==> src/design/rcsw_pkg.sv <==
// constants, register map and state codes for the reset-cause sequencer
package rcsw_pkg;
   // timing
   localparam int CLK_PERIOD_NS   = 5;
   localparam int WDT_TIME_NS     = 18000000;
   localparam int WDT_CYCLES_DFLT = WDT_TIME_NS / CLK_PERIOD_NS;
   localparam int RST_TIME_NS     = 10000;
   localparam int RST_CYCLES      = (RST_TIME_NS + CLK_PERIOD_NS - 1) / CLK_PERIOD_NS;
   // register byte addresses
   localparam logic [7:0] ADDR_STATUS  = 8'h00;
   localparam logic [7:0] ADDR_CONTROL = 8'h04;
   localparam logic [7:0] ADDR_CONFIG  = 8'h08;
   localparam logic [7:0] ADDR_PORT    = 8'h0c;
   localparam logic [7:0] ADDR_WDOG    = 8'h10;
   // status bits
   localparam int ST_CWF   = 7;
   localparam int ST_PWF   = 6;
   localparam int ST_TO    = 4;
   localparam int ST_PD    = 3;
   localparam int ST_PROG  = 1;
   localparam int ST_SLEEP = 0;
   // control and config bits
   localparam int CTL_SLEEP     = 0;
   localparam int CTL_CLRWDT    = 1;
   localparam int CFG_WDT_EN    = 0;
   localparam int CFG_EXTERNAL_RESET_PIN_EN   = 1;
   localparam int CFG_PIN_WAKE  = 2;
   localparam int CFG_CMP_WAKE  = 3;
   localparam int CFG_CODE_PROT = 4;
   localparam int CFG_W         = 5;
   localparam logic [CFG_W-1:0] CFG_RESET = 5'h03;
   localparam int PORT_OEN_LSB  = 8;
   // pins and synchroniser lanes
   localparam logic [3:0] WAKE_PINS = 4'hb;
   localparam int SY_RST  = 4;
   localparam int SY_CMP  = 5;
   localparam int SY_PROG = 6;
   localparam int NSYNC   = 7;
   localparam logic [NSYNC-1:0] SYNC_INIT = 7'h10;
   localparam int PIN_SCLK = 1;
   localparam int PIN_SDAT = 0;
   // program mode
   localparam int CP_OPEN_WORDS = 64;
   localparam int ID_WORDS      = 4;
   localparam int CMD_BITS      = 6;
   localparam int DATA_BITS     = 16;
   localparam logic [CMD_BITS-1:0] CMD_LOAD = 6'h02;
   localparam logic [CMD_BITS-1:0] CMD_READ = 6'h04;
   localparam logic [CMD_BITS-1:0] CMD_INC  = 6'h06;
   typedef enum logic [1:0] {
      S_RUN   = 2'b00,
      S_SLEEP = 2'b01,
      S_WAKE  = 2'b11,
      S_PROG  = 2'b10
   } seq_state_t;
   typedef enum logic [1:0] {
      PH_CMD  = 2'b00,
      PH_LOAD = 2'b01,
      PH_READ = 2'b11
   } ser_phase_t;
endpackage

==> src/design/reset_cause_sleep_wake.sv <==
// reset-cause flags, sleep and wake control, serial program mode
//
// The register offsets and the Avalon-MM register port were chosen for this implementation.
`timescale 1ns/1ps
// Notes on behaviour
// RULE_01: watchdog wake from sleep clears all four cause flags.
// RULE_02: watchdog timeout awake clears timeout and wake flags, keeps powerdown.
// RULE_03: reset pin wake sets timeout, clears powerdown and both wake flags.
// RULE_04: reset pin while awake clears wake flags, keeps timeout and powerdown.
// RULE_05: power-up sets timeout and powerdown, clears both wake flags.
// RULE_06: pin-change wake sets pin-wake and timeout, clears powerdown and comparator-wake.
// RULE_07: comparator wake sets comparator-wake and timeout, clears powerdown and pin-wake.
// RULE_08: flags hold until next reset event or sleep entry; nothing else alters them.
// RULE_09: sleep clears running watchdog, sets timeout, clears powerdown, stops clock.
// RULE_10: port outputs and enables keep their state throughout sleep.
// RULE_11: watchdog reset stays internal; reset pin is never driven.
// RULE_12: sleep ends by full reset from reset pin, watchdog, pins or comparator.
// RULE_13: enabled pins 0, 1, 3 wake when differing from last read snapshot.
// RULE_14: unread port after pin wake makes the next sleep wake immediately.
// RULE_15: pin-wake records pin change, comparator-wake records comparator change in sleep.
// RULE_16: watchdog counter is cleared on every wake from sleep.
// RULE_17: program read-out blocked by protection except first 64 and last word.
// RULE_18: four ID words, reachable only in program mode, read and write.
// RULE_19: programmer should use low 4 ID bits, upper 8 bits zero.
// RULE_20: pins 1 and 0 low while programming level rises enters program mode.
// RULE_21: each transfer is a 6-bit command then 16 data bits; here only load and read commands are followed by 16 data bits.
// RULE_22: watchdog keeps counting on its own while processor clock stops.
// RULE_23: snapshot recaptured on every port access, compared continuously in sleep.
module reset_cause_sleep_wake
   import rcsw_pkg::*;
#(
   parameter int WDT_CYCLES = WDT_CYCLES_DFLT,
   parameter int PMEM_DEPTH = 256,
   parameter int WORD_W     = DATA_BITS
)(
   // clock and reset
   input  wire logic        clk_i,
   input  wire logic        arst_n_i,
   // avalon-mm slave
   input  wire logic [7:0]  address_i,
   input  wire logic        read_i,
   input  wire logic        write_i,
   input  wire logic [31:0] writedata_i,
   output logic [31:0]      readdata_o,
   output logic             waitrequest_o,
   // device pins
   input  wire logic [3:0]  port_pins_i,
   input  wire logic        ext_reset_n_i,
   input  wire logic        cmp_i,
   input  wire logic        prog_level_i,
   output logic [3:0]       port_o,
   output logic [3:0]       port_oe_n_o,
   output logic             sdata_o,
   output logic             sdata_oe_n_o,
   output logic             reset_pin_oe_n_o,
   // processor core
   output logic             core_reset_o,
   output logic             core_clk_en_o
);
   localparam int MDEPTH = PMEM_DEPTH + ID_WORDS;
   localparam int AW     = $clog2(MDEPTH);
   localparam int WW     = $clog2(WDT_CYCLES + 1);
   localparam int RW     = $clog2(RST_CYCLES + 1);
   localparam int CW     = $clog2(DATA_BITS + 1);
   localparam logic [AW-1:0] LAST_PROG = AW'(PMEM_DEPTH - 1);
   localparam logic [AW-1:0] LAST_ID   = AW'(MDEPTH - 1);
   localparam logic [AW-1:0] OPEN_LIM  = AW'(CP_OPEN_WORDS);
   localparam logic [WW-1:0] WDT_LAST  = WW'(WDT_CYCLES - 1);
   localparam logic [RW-1:0] RST_LAST  = RW'(RST_CYCLES - 1);
   localparam logic [CW-1:0] CMD_LAST  = CW'(CMD_BITS - 1);
   localparam logic [CW-1:0] DATA_LAST = CW'(WORD_W - 1);
   localparam logic [CW-1:0] DATA_END  = CW'(WORD_W);

   seq_state_t          state_q, state_d;
   ser_phase_t          phase_q, phase_d;
   logic [NSYNC-1:0]    meta_q, sync_q, prev_q;
   logic                to_q, pd_q, pwf_q, cwf_q;
   logic                to_d, pd_d, pwf_d, cwf_d;
   logic [CFG_W-1:0]    cfg_q;
   logic [3:0]          snap_q, port_q, port_oen_q;
   logic                cmp_snap_q;
   logic [WW-1:0]       wdt_q;
   logic [RW-1:0]       rst_cnt_q;
   logic                wait_q;
   logic [31:0]         readdata_q;
   logic [CW-1:0]       cnt_q, cnt_d;
   logic [CMD_BITS-1:0] cmd_q, cmd_d;
   logic [WORD_W-1:0]   shift_q, shift_d;
   logic [WORD_W-1:0]   mem_rdata;
   logic [AW-1:0]       addr_q, addr_d;
   logic                sdo_q, sdo_d, sdo_oen_q;
   logic                mem_we, rst_pin_oen_q;
   logic                core_reset_q, core_clk_en_q;

   // pin synchronisers
   always_ff @(posedge clk_i or negedge arst_n_i) begin
      if (!arst_n_i) begin
         meta_q <= SYNC_INIT;
         sync_q <= SYNC_INIT;
         prev_q <= SYNC_INIT;
      end else begin
         meta_q <= {prog_level_i, cmp_i, ext_reset_n_i, port_pins_i};
         sync_q <= meta_q;
         prev_q <= sync_q;
      end
   end

   wire [3:0] pins     = sync_q[3:0];
   wire       in_run   = state_q == S_RUN;
   wire       in_sleep = state_q == S_SLEEP;
   wire       in_prog  = state_q == S_PROG;
   wire       awake_or_asleep = in_run | in_sleep;
   wire       external_reset_pin_en  = cfg_q[CFG_EXTERNAL_RESET_PIN_EN];
   wire       external_reset_pin_low = external_reset_pin_en & ~sync_q[SY_RST];
   wire       external_reset_pin_fall = external_reset_pin_en & prev_q[SY_RST] & ~sync_q[SY_RST];
   wire       sclk_rise = in_prog & sync_q[PIN_SCLK] & ~prev_q[PIN_SCLK];
   wire       sclk_fall = in_prog & ~sync_q[PIN_SCLK] & prev_q[PIN_SCLK];
   wire       sdat      = sync_q[PIN_SDAT];
   wire       prog_fall = prev_q[SY_PROG] & ~sync_q[SY_PROG];
   // RULE_20 program mode entry
   wire       prog_entry = ~in_prog & sync_q[SY_PROG] & ~prev_q[SY_PROG]
                           & ~pins[PIN_SCLK] & ~pins[PIN_SDAT];
   // RULE_13 wake pin compare
   wire [3:0] wake_mask = WAKE_PINS & {~external_reset_pin_en, 3'h7};
   // RULE_14 stale snapshot wakes
   wire       pin_evt = cfg_q[CFG_PIN_WAKE] & (|((pins ^ snap_q) & wake_mask));
   wire       cmp_evt = cfg_q[CFG_CMP_WAKE] & (sync_q[SY_CMP] ^ cmp_snap_q);
   wire       wdt_evt = cfg_q[CFG_WDT_EN] & (wdt_q == WDT_LAST);
   // RULE_12 wake sources by priority
   wire       w_external_reset_pin = external_reset_pin_fall & awake_or_asleep;
   wire       w_wdt  = ~w_external_reset_pin & wdt_evt & awake_or_asleep;
   wire       w_pin  = ~w_external_reset_pin & ~w_wdt & in_sleep & pin_evt;
   wire       w_cmp  = ~w_external_reset_pin & ~w_wdt & ~w_pin & in_sleep & cmp_evt;
   wire       any_reset = w_external_reset_pin | w_wdt | w_pin | w_cmp;

   // bus decode
   wire       bus_go   = (read_i | write_i) & ~wait_q;
   wire       wr_go    = write_i & bus_go;
   wire       hit_stat = address_i == ADDR_STATUS;
   wire       hit_ctl  = address_i == ADDR_CONTROL;
   wire       hit_cfg  = address_i == ADDR_CONFIG;
   wire       hit_port = address_i == ADDR_PORT;
   wire       hit_wdog = address_i == ADDR_WDOG;
   wire       sleep_cmd  = wr_go & hit_ctl & writedata_i[CTL_SLEEP] & in_run & ~any_reset;
   wire       clrwdt_cmd = wr_go & hit_ctl & writedata_i[CTL_CLRWDT];
   wire       port_wr    = wr_go & hit_port & in_run;
   // RULE_23 port access recapture
   wire       port_touch = bus_go & hit_port;
   wire [31:0] status_w = (32'(cwf_q) << ST_CWF) | (32'(pwf_q) << ST_PWF)
                        | (32'(to_q) << ST_TO) | (32'(pd_q) << ST_PD)
                        | (32'(in_prog) << ST_PROG) | (32'(in_sleep) << ST_SLEEP);
   wire [31:0] port_w = (32'(port_oen_q) << PORT_OEN_LSB) | 32'(pins);
   wire [31:0] rd_mux = hit_stat ? status_w :
                        hit_cfg  ? 32'(cfg_q) :
                        hit_port ? port_w :
                        hit_wdog ? 32'(wdt_q) : 32'h0000_0000;

   // cause flags next value
   always_comb begin
      {to_d, pd_d, pwf_d, cwf_d} = {to_q, pd_q, pwf_q, cwf_q};
      if (w_external_reset_pin) begin
         // RULE_04 reset pin clears wakes
         pwf_d = 1'b0;
         cwf_d = 1'b0;
         if (in_sleep) begin
            // RULE_03 reset pin wake
            to_d = 1'b1;
            pd_d = 1'b0;
         end
      end else if (w_wdt) begin
         // RULE_02 watchdog timeout flags
         to_d  = 1'b0;
         pwf_d = 1'b0;
         cwf_d = 1'b0;
         if (in_sleep) begin
            // RULE_01 watchdog wake clears all
            pd_d = 1'b0;
         end
      end else if (w_pin) begin
         // RULE_06 pin wake flags
         {to_d, pd_d, pwf_d, cwf_d} = 4'ha;
      end else if (w_cmp) begin
         // RULE_07 comparator wake flags
         {to_d, pd_d, pwf_d, cwf_d} = 4'h9;
      end else if (sleep_cmd) begin
         // RULE_09 sleep entry flags
         to_d = 1'b1;
         pd_d = 1'b0;
      end
   end

   // RULE_08 flags hold between events
   always_ff @(posedge clk_i or negedge arst_n_i) begin
      if (!arst_n_i) begin
         // RULE_05 power-up values
         {to_q, pd_q, pwf_q, cwf_q} <= 4'hc;
      end else begin
         {to_q, pd_q, pwf_q, cwf_q} <= {to_d, pd_d, pwf_d, cwf_d};
      end
   end

   // sequencer
   always_comb begin
      state_d = state_q;
      unique case (state_q)
         S_RUN: begin
            if (any_reset) begin
               state_d = S_WAKE;
            end else if (sleep_cmd) begin
               state_d = S_SLEEP;
            end
         end
         S_SLEEP: begin
            if (any_reset) begin
               state_d = S_WAKE;
            end
         end
         S_WAKE: begin
            if (rst_cnt_q == RST_LAST && !external_reset_pin_low) begin
               state_d = S_RUN;
            end
         end
         S_PROG: begin
            if (prog_fall) begin
               state_d = S_WAKE;
            end
         end
      endcase
      if (prog_entry) begin
         state_d = S_PROG;
      end
   end

   always_ff @(posedge clk_i or negedge arst_n_i) begin
      if (!arst_n_i) begin
         state_q   <= S_WAKE;
         rst_cnt_q <= '0;
      end else begin
         state_q   <= state_d;
         rst_cnt_q <= (state_q == S_WAKE && rst_cnt_q != RST_LAST) ? rst_cnt_q + 1'b1 : '0;
      end
   end

   // RULE_22 watchdog runs through sleep
   // RULE_16 cleared on wake
   always_ff @(posedge clk_i or negedge arst_n_i) begin
      if (!arst_n_i) begin
         wdt_q <= '0;
      end else if (sleep_cmd || clrwdt_cmd || any_reset || !awake_or_asleep
                   || !cfg_q[CFG_WDT_EN]) begin
         wdt_q <= '0;
      end else begin
         wdt_q <= wdt_q + 1'b1;
      end
   end

   // configuration, ports and snapshots
   always_ff @(posedge clk_i or negedge arst_n_i) begin
      if (!arst_n_i) begin
         cfg_q      <= CFG_RESET;
         port_q     <= '0;
         port_oen_q <= '1;
         snap_q     <= '0;
         cmp_snap_q <= 1'b0;
      end else begin
         if (wr_go && hit_cfg && in_run) begin
            cfg_q <= writedata_i[CFG_W-1:0];
         end
         // RULE_10 ports written only awake; enables forced high entering reset or program mode
         if (state_d == S_WAKE || state_d == S_PROG) begin
            port_oen_q <= '1;
         end else if (port_wr) begin
            port_q     <= writedata_i[3:0];
            port_oen_q <= writedata_i[PORT_OEN_LSB +: 4];
         end
         // RULE_15 change references
         if (port_touch) begin
            snap_q <= pins;
         end
         if (sleep_cmd) begin
            cmp_snap_q <= sync_q[SY_CMP];
         end
      end
   end

   // RULE_17 code protection gate
   wire readable = ~cfg_q[CFG_CODE_PROT] | (addr_q < OPEN_LIM)
                   | (addr_q == LAST_PROG) | (addr_q > LAST_PROG);
   wire [CMD_BITS-1:0] cmd_in   = {sdat, cmd_q[CMD_BITS-1:1]};
   wire [WORD_W-1:0]   shift_in = {sdat, shift_q[WORD_W-1:1]};

   // RULE_21 command then data framing
   always_comb begin
      phase_d = phase_q;
      cnt_d   = cnt_q;
      cmd_d   = cmd_q;
      shift_d = shift_q;
      addr_d  = addr_q;
      sdo_d   = sdo_q;
      mem_we  = 1'b0;
      if (!in_prog) begin
         phase_d = PH_CMD;
         cnt_d   = '0;
         addr_d  = '0;
      end else if (sclk_rise) begin
         unique case (phase_q)
            PH_CMD: begin
               cmd_d = cmd_in;
               cnt_d = cnt_q + 1'b1;
               if (cnt_q == CMD_LAST) begin
                  cnt_d = '0;
                  if (cmd_in == CMD_LOAD) begin
                     phase_d = PH_LOAD;
                  end else if (cmd_in == CMD_READ) begin
                     phase_d = PH_READ;
                     shift_d = readable ? mem_rdata : '0;
                     sdo_d   = 1'b0;
                  end else if (cmd_in == CMD_INC) begin
                     addr_d = (addr_q == LAST_ID) ? '0 : addr_q + 1'b1;
                  end
               end
            end
            PH_LOAD: begin
               shift_d = shift_in;
               cnt_d   = cnt_q + 1'b1;
               if (cnt_q == DATA_LAST) begin
                  // RULE_18 id and program words written
                  mem_we  = 1'b1;
                  phase_d = PH_CMD;
                  cnt_d   = '0;
               end
            end
            PH_READ: begin
               if (cnt_q != DATA_END) begin
                  sdo_d   = shift_q[0];
                  shift_d = shift_q >> 1;
                  cnt_d   = cnt_q + 1'b1;
               end
            end
            default: begin
               phase_d = PH_CMD;
            end
         endcase
      end else if (sclk_fall && phase_q == PH_READ && cnt_q == DATA_END) begin
         phase_d = PH_CMD;
         cnt_d   = '0;
      end
   end

   always_ff @(posedge clk_i or negedge arst_n_i) begin
      if (!arst_n_i) begin
         phase_q <= PH_CMD;
         cnt_q   <= '0;
         cmd_q   <= '0;
         shift_q <= '0;
         addr_q  <= '0;
         sdo_q   <= 1'b0;
      end else begin
         phase_q <= phase_d;
         cnt_q   <= cnt_d;
         cmd_q   <= cmd_d;
         shift_q <= shift_d;
         addr_q  <= addr_d;
         sdo_q   <= sdo_d;
      end
   end

   word_mem #(
      .DEPTH (MDEPTH),
      .WIDTH (WORD_W),
      .AW    (AW)
   ) u_mem (
      .clk_i   (clk_i),
      .we_i    (mem_we),
      .addr_i  (addr_q),
      .wdata_i (shift_in),
      .rdata_o (mem_rdata)
   );

   // bus answer and registered outputs
   always_ff @(posedge clk_i or negedge arst_n_i) begin
      if (!arst_n_i) begin
         wait_q        <= 1'b1;
         readdata_q    <= '0;
         sdo_oen_q     <= 1'b1;
         rst_pin_oen_q <= 1'b1;
         core_reset_q  <= 1'b1;
         core_clk_en_q <= 1'b0;
      end else begin
         wait_q        <= ~((read_i | write_i) & wait_q);
         // load when the request is first seen so data stand as waitrequest drops
         if (read_i && wait_q) begin
            readdata_q <= rd_mux;
         end
         sdo_oen_q     <= ~(in_prog && phase_d == PH_READ);
         // RULE_11 reset pin never driven
         rst_pin_oen_q <= 1'b1;
         core_reset_q  <= state_d == S_WAKE || state_d == S_PROG;
         core_clk_en_q <= state_d == S_RUN;
      end
   end

   assign readdata_o       = readdata_q;
   assign waitrequest_o    = wait_q;
   assign port_o           = port_q;
   assign port_oe_n_o      = port_oen_q;
   assign sdata_o          = sdo_q;
   assign sdata_oe_n_o     = sdo_oen_q;
   assign reset_pin_oe_n_o = rst_pin_oen_q;
   assign core_reset_o     = core_reset_q;
   assign core_clk_en_o    = core_clk_en_q;
endmodule

==> src/design/word_mem.sv <==
// small synchronous word memory with registered read data
`timescale 1ns/1ps
module word_mem #(
   parameter int DEPTH = 260,
   parameter int WIDTH = 16,
   parameter int AW    = 9
)(
   // clock
   input  wire logic             clk_i,
   // shared address, write port
   input  wire logic             we_i,
   input  wire logic [AW-1:0]    addr_i,
   input  wire logic [WIDTH-1:0] wdata_i,
   // read port
   output logic [WIDTH-1:0]      rdata_o
);
   logic [WIDTH-1:0] mem_q [DEPTH];
   logic [WIDTH-1:0] rdata_q;

   always_ff @(posedge clk_i) begin
      if (we_i) begin
         mem_q[addr_i] <= wdata_i;
      end
      rdata_q <= mem_q[addr_i];
   end

   assign rdata_o = rdata_q;
endmodule

==> config.mk <==
export PLATFORM = sky130hd
export DESIGN_NAME = reset_cause_sleep_wake
export DESIGN_NICKNAME = d
export VERILOG_FILES = /design/src/design/rcsw_pkg.sv /design/src/design/reset_cause_sleep_wake.sv /design/src/design/word_mem.sv
export SDC_FILE = /design/constraint.sdc
export NUM_CORES = 2
export LEC_CHECK = 0
export ABC_AREA = 0
export BUFFER_PORTS_ARGS = -buffer_cell sky130_fd_sc_hd__buf_2
export CORE_MARGIN = 5
export CORE_UTILIZATION = 65
export CTS_CLUSTER_SIZE = 20
export DETAILED_ROUTE_END_ITERATION = 6
export PLACE_DENSITY = 0.93
export SYNTH_ARGS = -nofsm -noshare
export SYNTH_HDL_FRONTEND = slang
export SYNTH_MEMORY_MAX_BITS = 65536
export SYNTH_SLANG_ARGS = --single-unit
==> constraint.sdc <==
create_clock -name clk_i -period 8.31 [get_ports clk_i]
set_input_delay 0.831 -clock clk_i [delete_from_list [all_inputs] [get_ports clk_i]]
set_output_delay 0.831 -clock clk_i [all_outputs]
set_load 0.05 [all_outputs]
==> run_results.csv, run 1 <==
group,metric,value,unit
outcome,status,"did not finish",
outcome,flow.stopped_at,"5_1_grt",
outcome,firstError,"[ERROR GRT-0232] Routing congestion too high. Check the congestion heatmap in the GUI.",
grt,grt_antenna_before_repair,142,
logic_synthesis,synth_edf_count,4160,
logic_synthesis,synth_cells,7579,
floorplan,ios,97,
logic_synthesis,synth_top_area_share,0.753,
clock_network,cts_resized,0,
placement,gp_congestion,0.945,
logic_synthesis,synth_area,166000,sq um
logic_synthesis,synth-main-ff-cell,"edfxtp_1",
clock_network,cts_buffers,405,
logic_synthesis,ys_seq_area_frac,0.776,
logic_synthesis,ys_seq_elements,4313,
logic_synthesis,synth_warnings,0,
floorplan,die-width,515,um
placement,hpwlAfterDp,299000,um
logic_synthesis,synth.area.top_cells,"edfxtp_1, mux4_2, dfrtp_1",
floorplan,initial_core_util,0.653,
logic_synthesis,syn_area_per_cell,21.9,sq um
placement,io_buffers,62,
logic_synthesis,async_flop_share,0.0318,
floorplan,die_h,515,um
grt,overflow,5,
placement,post-place-ws,2.95,ns
floorplan,rows,185,
clock_network,clock_path_buffers,4,
clock_network,htree_levels,5,
grt,track_usage,0.635,
logic_synthesis,ys_types,77,
clock_network,cts-root-buf,"clkbuf_16",
logic_synthesis,yosysTopAreaCell,"edfxtp_1",
clock_network,clock_sinks,4313,
grt,grt_start_max_net_pins,263,
[per-layer routing]
| layer | GRT usage | GRT overflow |
|---|---|---|
| met1 | 0.605 | 0 |
| met2 | 0.773 | 3 |
| met3 | 0.558 | 0 |
| met4 | 0.583 | 2 |
| met5 | 0.404 | 0 |
[Yosys cell counts (all sizes together), types with 5 or more instances]
cell     instances
a2111oi          6
a211oi          22
a21oi           72
a221oi          59
a22o            55
a22oi          151
a31oi           14
a32oi           10
a41oi            7
and2             8
and3            12
buf            291
clkbuf         155
dfrtp          121
dfstp           16
dfxtp           16
edfxtp        4160
ha              12
inv             21
mux2            30
mux2i          238
mux4          1039
nand2          208
nand2b          14
nand3           69
nand4           25
nor2           361
nor2b           24
nor3            37
nor4            13
o211ai          19
o21ai           89
o221ai          13
o22a            10
o22ai           55
o311ai           7
o31ai           11
o32ai            7
or2              5
or3              7
or4             11
xnor2           17
xor2            17
[kinds of logic after synthesis]
logic type | count (synthesis) | share of synthesized area
multiplexers | 1307 | 0.157
adder cells (fa/ha/maj) | 12 | 0.000905
AND/OR/NAND/NOR | 809 | 0.0215
other | 2 | 0.0000453
XOR/XNOR | 34 | 0.00180
flip-flops | 4313 | 0.776
buffers and inverters | 467 | 0.0149
AO/OA/AOI/OAI | 635 | 0.0275
[metrics by stage]
stage	utilization	instances	hold WS [ns]	cell area (sq um)
2_1_floorplan	-	7588	0.331	166000
3_3_place_gp	0.676	11000	0.337	172000
3_5_place_dp	0.676	11000	0.335	172000
4_1_cts	0.727	11700	0.0244	185000
[repair_timing]
item | in CTS
endpoints found under the hold margin | 70
hold buffers | 10
setup buffers | 0
==> inputs of run 2 (changes only) <==
- CORE_UTILIZATION: 65 -> 40
- CTS_CLUSTER_SIZE: 20 -> not set
- PLACE_DENSITY: 0.93 -> not set
- PLACE_DENSITY_LB_ADDON: not set -> 0.15
==> run_results.csv, run 2 <==
group,metric,value,unit
outcome,status,"finished, violations left",
outcome,violations,"design-rule violations, max-capacitance violations, max-slew violations",
power_and_ir_drop,p_per_area,229,nW/um^2
sta,min_period,5.12,ns
grt,overflow,0,
final_layout,stdcell_count,13900,
final_layout,drive_gt1_frac,0.282,
hold_path,min_path_type,"in -> reg",
final_layout,design_area,189000,sq um
logic_synthesis,synth_area,166000,sq um
clock_network,clock_sinks,4313,
clock_network,cts.clk_slew.worst_paths,0.06,ns
sta,fin_hold_ws,0.0788,ns
logic_synthesis,syn_area_per_cell,21.9,sq um
final_layout,areaGrowthSynthToFinish,13.7,%
worst_setup_path,crit_cells,7,
sta,max_freq,0.195,GHz
logic_synthesis,synth_cells,7579,
logic_synthesis,synth_fa_ha_area_frac,0.000905,
final_layout,top_register,"u_mem.mem_q",
placement,post-place-ws,3.07,ns
logic_synthesis,synth.area.top_cells,"edfxtp_1, mux4_2, dfrtp_1",
worst_setup_path,worstPathArrival,5.87,ns
grt,track_usage,0.223,
clock_network,cts_buffers,448,
clock_network,cts-root-buf,"clkbuf_16",
logic_synthesis,synth_top_family_by_area,"multiplexers",
worst_setup_path,cpPeakStageDelay,1.23,ns
worst_setup_path,cp_top_family,"simple AND/OR/NAND/NOR gates",
final_layout,final_common_cell,"edfxtp_1",
logic_synthesis,yosysMostFrequentCell,"edfxtp_1",
hold_path,holdPathStages,2,
logic_synthesis,synth-simple-area-share,0.0215,
floorplan,initial_core_util,0.401,
logic_synthesis,ys_types,77,
sta,period_share,0.616,
grt,grt_pass1_wl,670000,um
power_and_ir_drop,power.leakage,60.5,nW
drt,remaining_drc_errors,13,
worst_setup_path,path_max_fanout,70,
final_layout,final_util,0.457,
final_layout,largest_reg_flops,4160,
sta,tns,0,ns
worst_setup_path,crit_type,"reg -> reg",
sta,setup-violations-final,0,
logic_synthesis,ys_top_cells_by_count,"edfxtp_1, mux4_2, nor2_1",
drt,wl_per_cell,34.7,um
sta,rsz0062_at_grt,"false",
clock_network,htree_levels,5,
sta,max-slew-margin-rel,-0.0208,
worst_setup_path,required,9.06,ns
final_layout,most-common-layout-cells,"edfxtp_1, mux4_2, clkbuf_16",
sta,slew_violations,2,
logic_synthesis,synth_warnings,0,
clock_network,post_cts_buffers,0,
placement,gp_congestion,0.861,
sta,setup_ws,3.19,ns
worst_setup_path,cp_common_cell,"a211oi_1",
drt,first_iter_violations,9613,
logic_synthesis,ys_seq_area_frac,0.776,
logic_synthesis,async_flop_share,0.0318,
drt,viasPerCell,5.85,
placement,dp_cells,13100,
logic_synthesis,synth_edf_count,4160,
grt,grt_antenna_before_repair,27,
sta,hold_viol_final,0,
worst_setup_path,start_kind,"flip-flop",
clock_network,clock_path_buffers,4,
logic_synthesis,synth-main-ff-cell,"edfxtp_1",
worst_setup_path,r2r_cells,7,
logic_synthesis,yosysTopAreaCell,"edfxtp_1",
logic_synthesis,ys_seq_elements,4313,
placement,hpwlAfterDp,285000,um
drt,wirelength,482000,um
logic_synthesis,synthXorXnorAreaFrac,0.00180,
floorplan,die-width,654,um
sta,skew,0.0770,ns
clock_network,cts_tree,"built",
drt,drt.antenna.violating_nets,0,
floorplan,die_area,428000,sq um
logic_synthesis,synth_top_area_share,0.753,
worst_setup_path,crit_buf_inv,1,
placement,placed_area,174000,sq um
floorplan,die_h,654,um
drt,drt-pass1-iter-count,7,
final_layout,nNetsFinal,8104,
power_and_ir_drop,power,43.1,mW
clock_network,insertion_delay,1.02,ns
power_and_ir_drop,vdd_drop_max,0.172,mV
worst_setup_path,critPathCaptureType,"flip-flop",
grt,grt_start_max_net_pins,195,
worst_setup_path,startpoint,"addr_q[0]",
grt,grt_pass1_vias,82200,
floorplan,core_area,413000,sq um
logic_synthesis,synth.mux.area_fraction,0.157,
placement,io_buffers,62,
floorplan,rows,236,
worst_setup_path,r2r_start,"addr_q[0]",
worst_setup_path,regToRegSetupSlack,3.19,ns
logic_synthesis,synth_compound_area_frac,0.0275,
drt,vias,81300,
floorplan,ios,97,
worst_setup_path,critPathSlowestCell,"nor4b_1",
sta,worst_pin_slew,1.51,ns
run,drv_cap,1,
hold_path,min-delay-start,"writedata_i[2]",
worst_setup_path,crit_chain,"buf_12 > and2_2 > a22oi_1 > a211oi_1 > a211oi_1 > nor4b_1 > o311ai_0",
## run 2: what timing repair did
action	in CTS	in global routing
hold endpoints to repair	75	0
hold buffers	14	0
gates resized for setup	0	0
## run 2: area by class of cell
class                   count  area [sq um]
repair buffers            449          3510
clock buffers             594         12000
flip-flops and latches   4313        129000
fillers                 34500        225000
diodes                     12          30.0
well taps                5474          6850
inverters                  21          82.6
multi-input cells        2808         35400
clock inverters           221          1960
## run 2: logic make-up (layout without fill, tap and decap cells)
group	after synthesis	in the layout
buffers and inverters	467	1285
multiplexers	1307	1307
adder cells (fa/ha/maj)	12	12
other	2	23
flip-flops	4313	4313
AO/OA/AOI/OAI	635	635
AND/OR/NAND/NOR	809	809
XOR/XNOR	34	34
## run 2: final timing paths
kind | endpoint
max | u_mem.rdata_o[10]
min | cfg_q[2]
max reg2reg | u_mem.rdata_o[10]
min reg2reg | sync_q[4]
max in group asynchronous | rst_cnt_q[5]
min in group asynchronous | meta_q[1]
## run 2: per-layer routing
layer / global-route usage / wire length [um] / part of all wire
met4: 0.0765 / 19600 / 0.041
met2: 0.352 / 227000 / 0.47
met1: 0.311 / 198000 / 0.41
met5: 0 / 27 / 0.000056
met3: 0.0440 / 38000 / 0.079
## run 2: power breakdown
group	switching, mW	total (mW)	internal (mW)
clock	8.34	19.2	10.9
sequential	0.0206	23.5	23.5
combinational	0.233	0.373	0.140
## run 2: worst reg2reg max path: stages, from the launching register on
cell	delay, ns
dfrtp_4	0.93
buf_12	0.47
and2_2	1.18
a22oi_1	0.33
a211oi_1	0.31
a211oi_1	0.14
nor4b_1	1.23
o311ai_0	0.32
(Power assumes the default switching activity.)
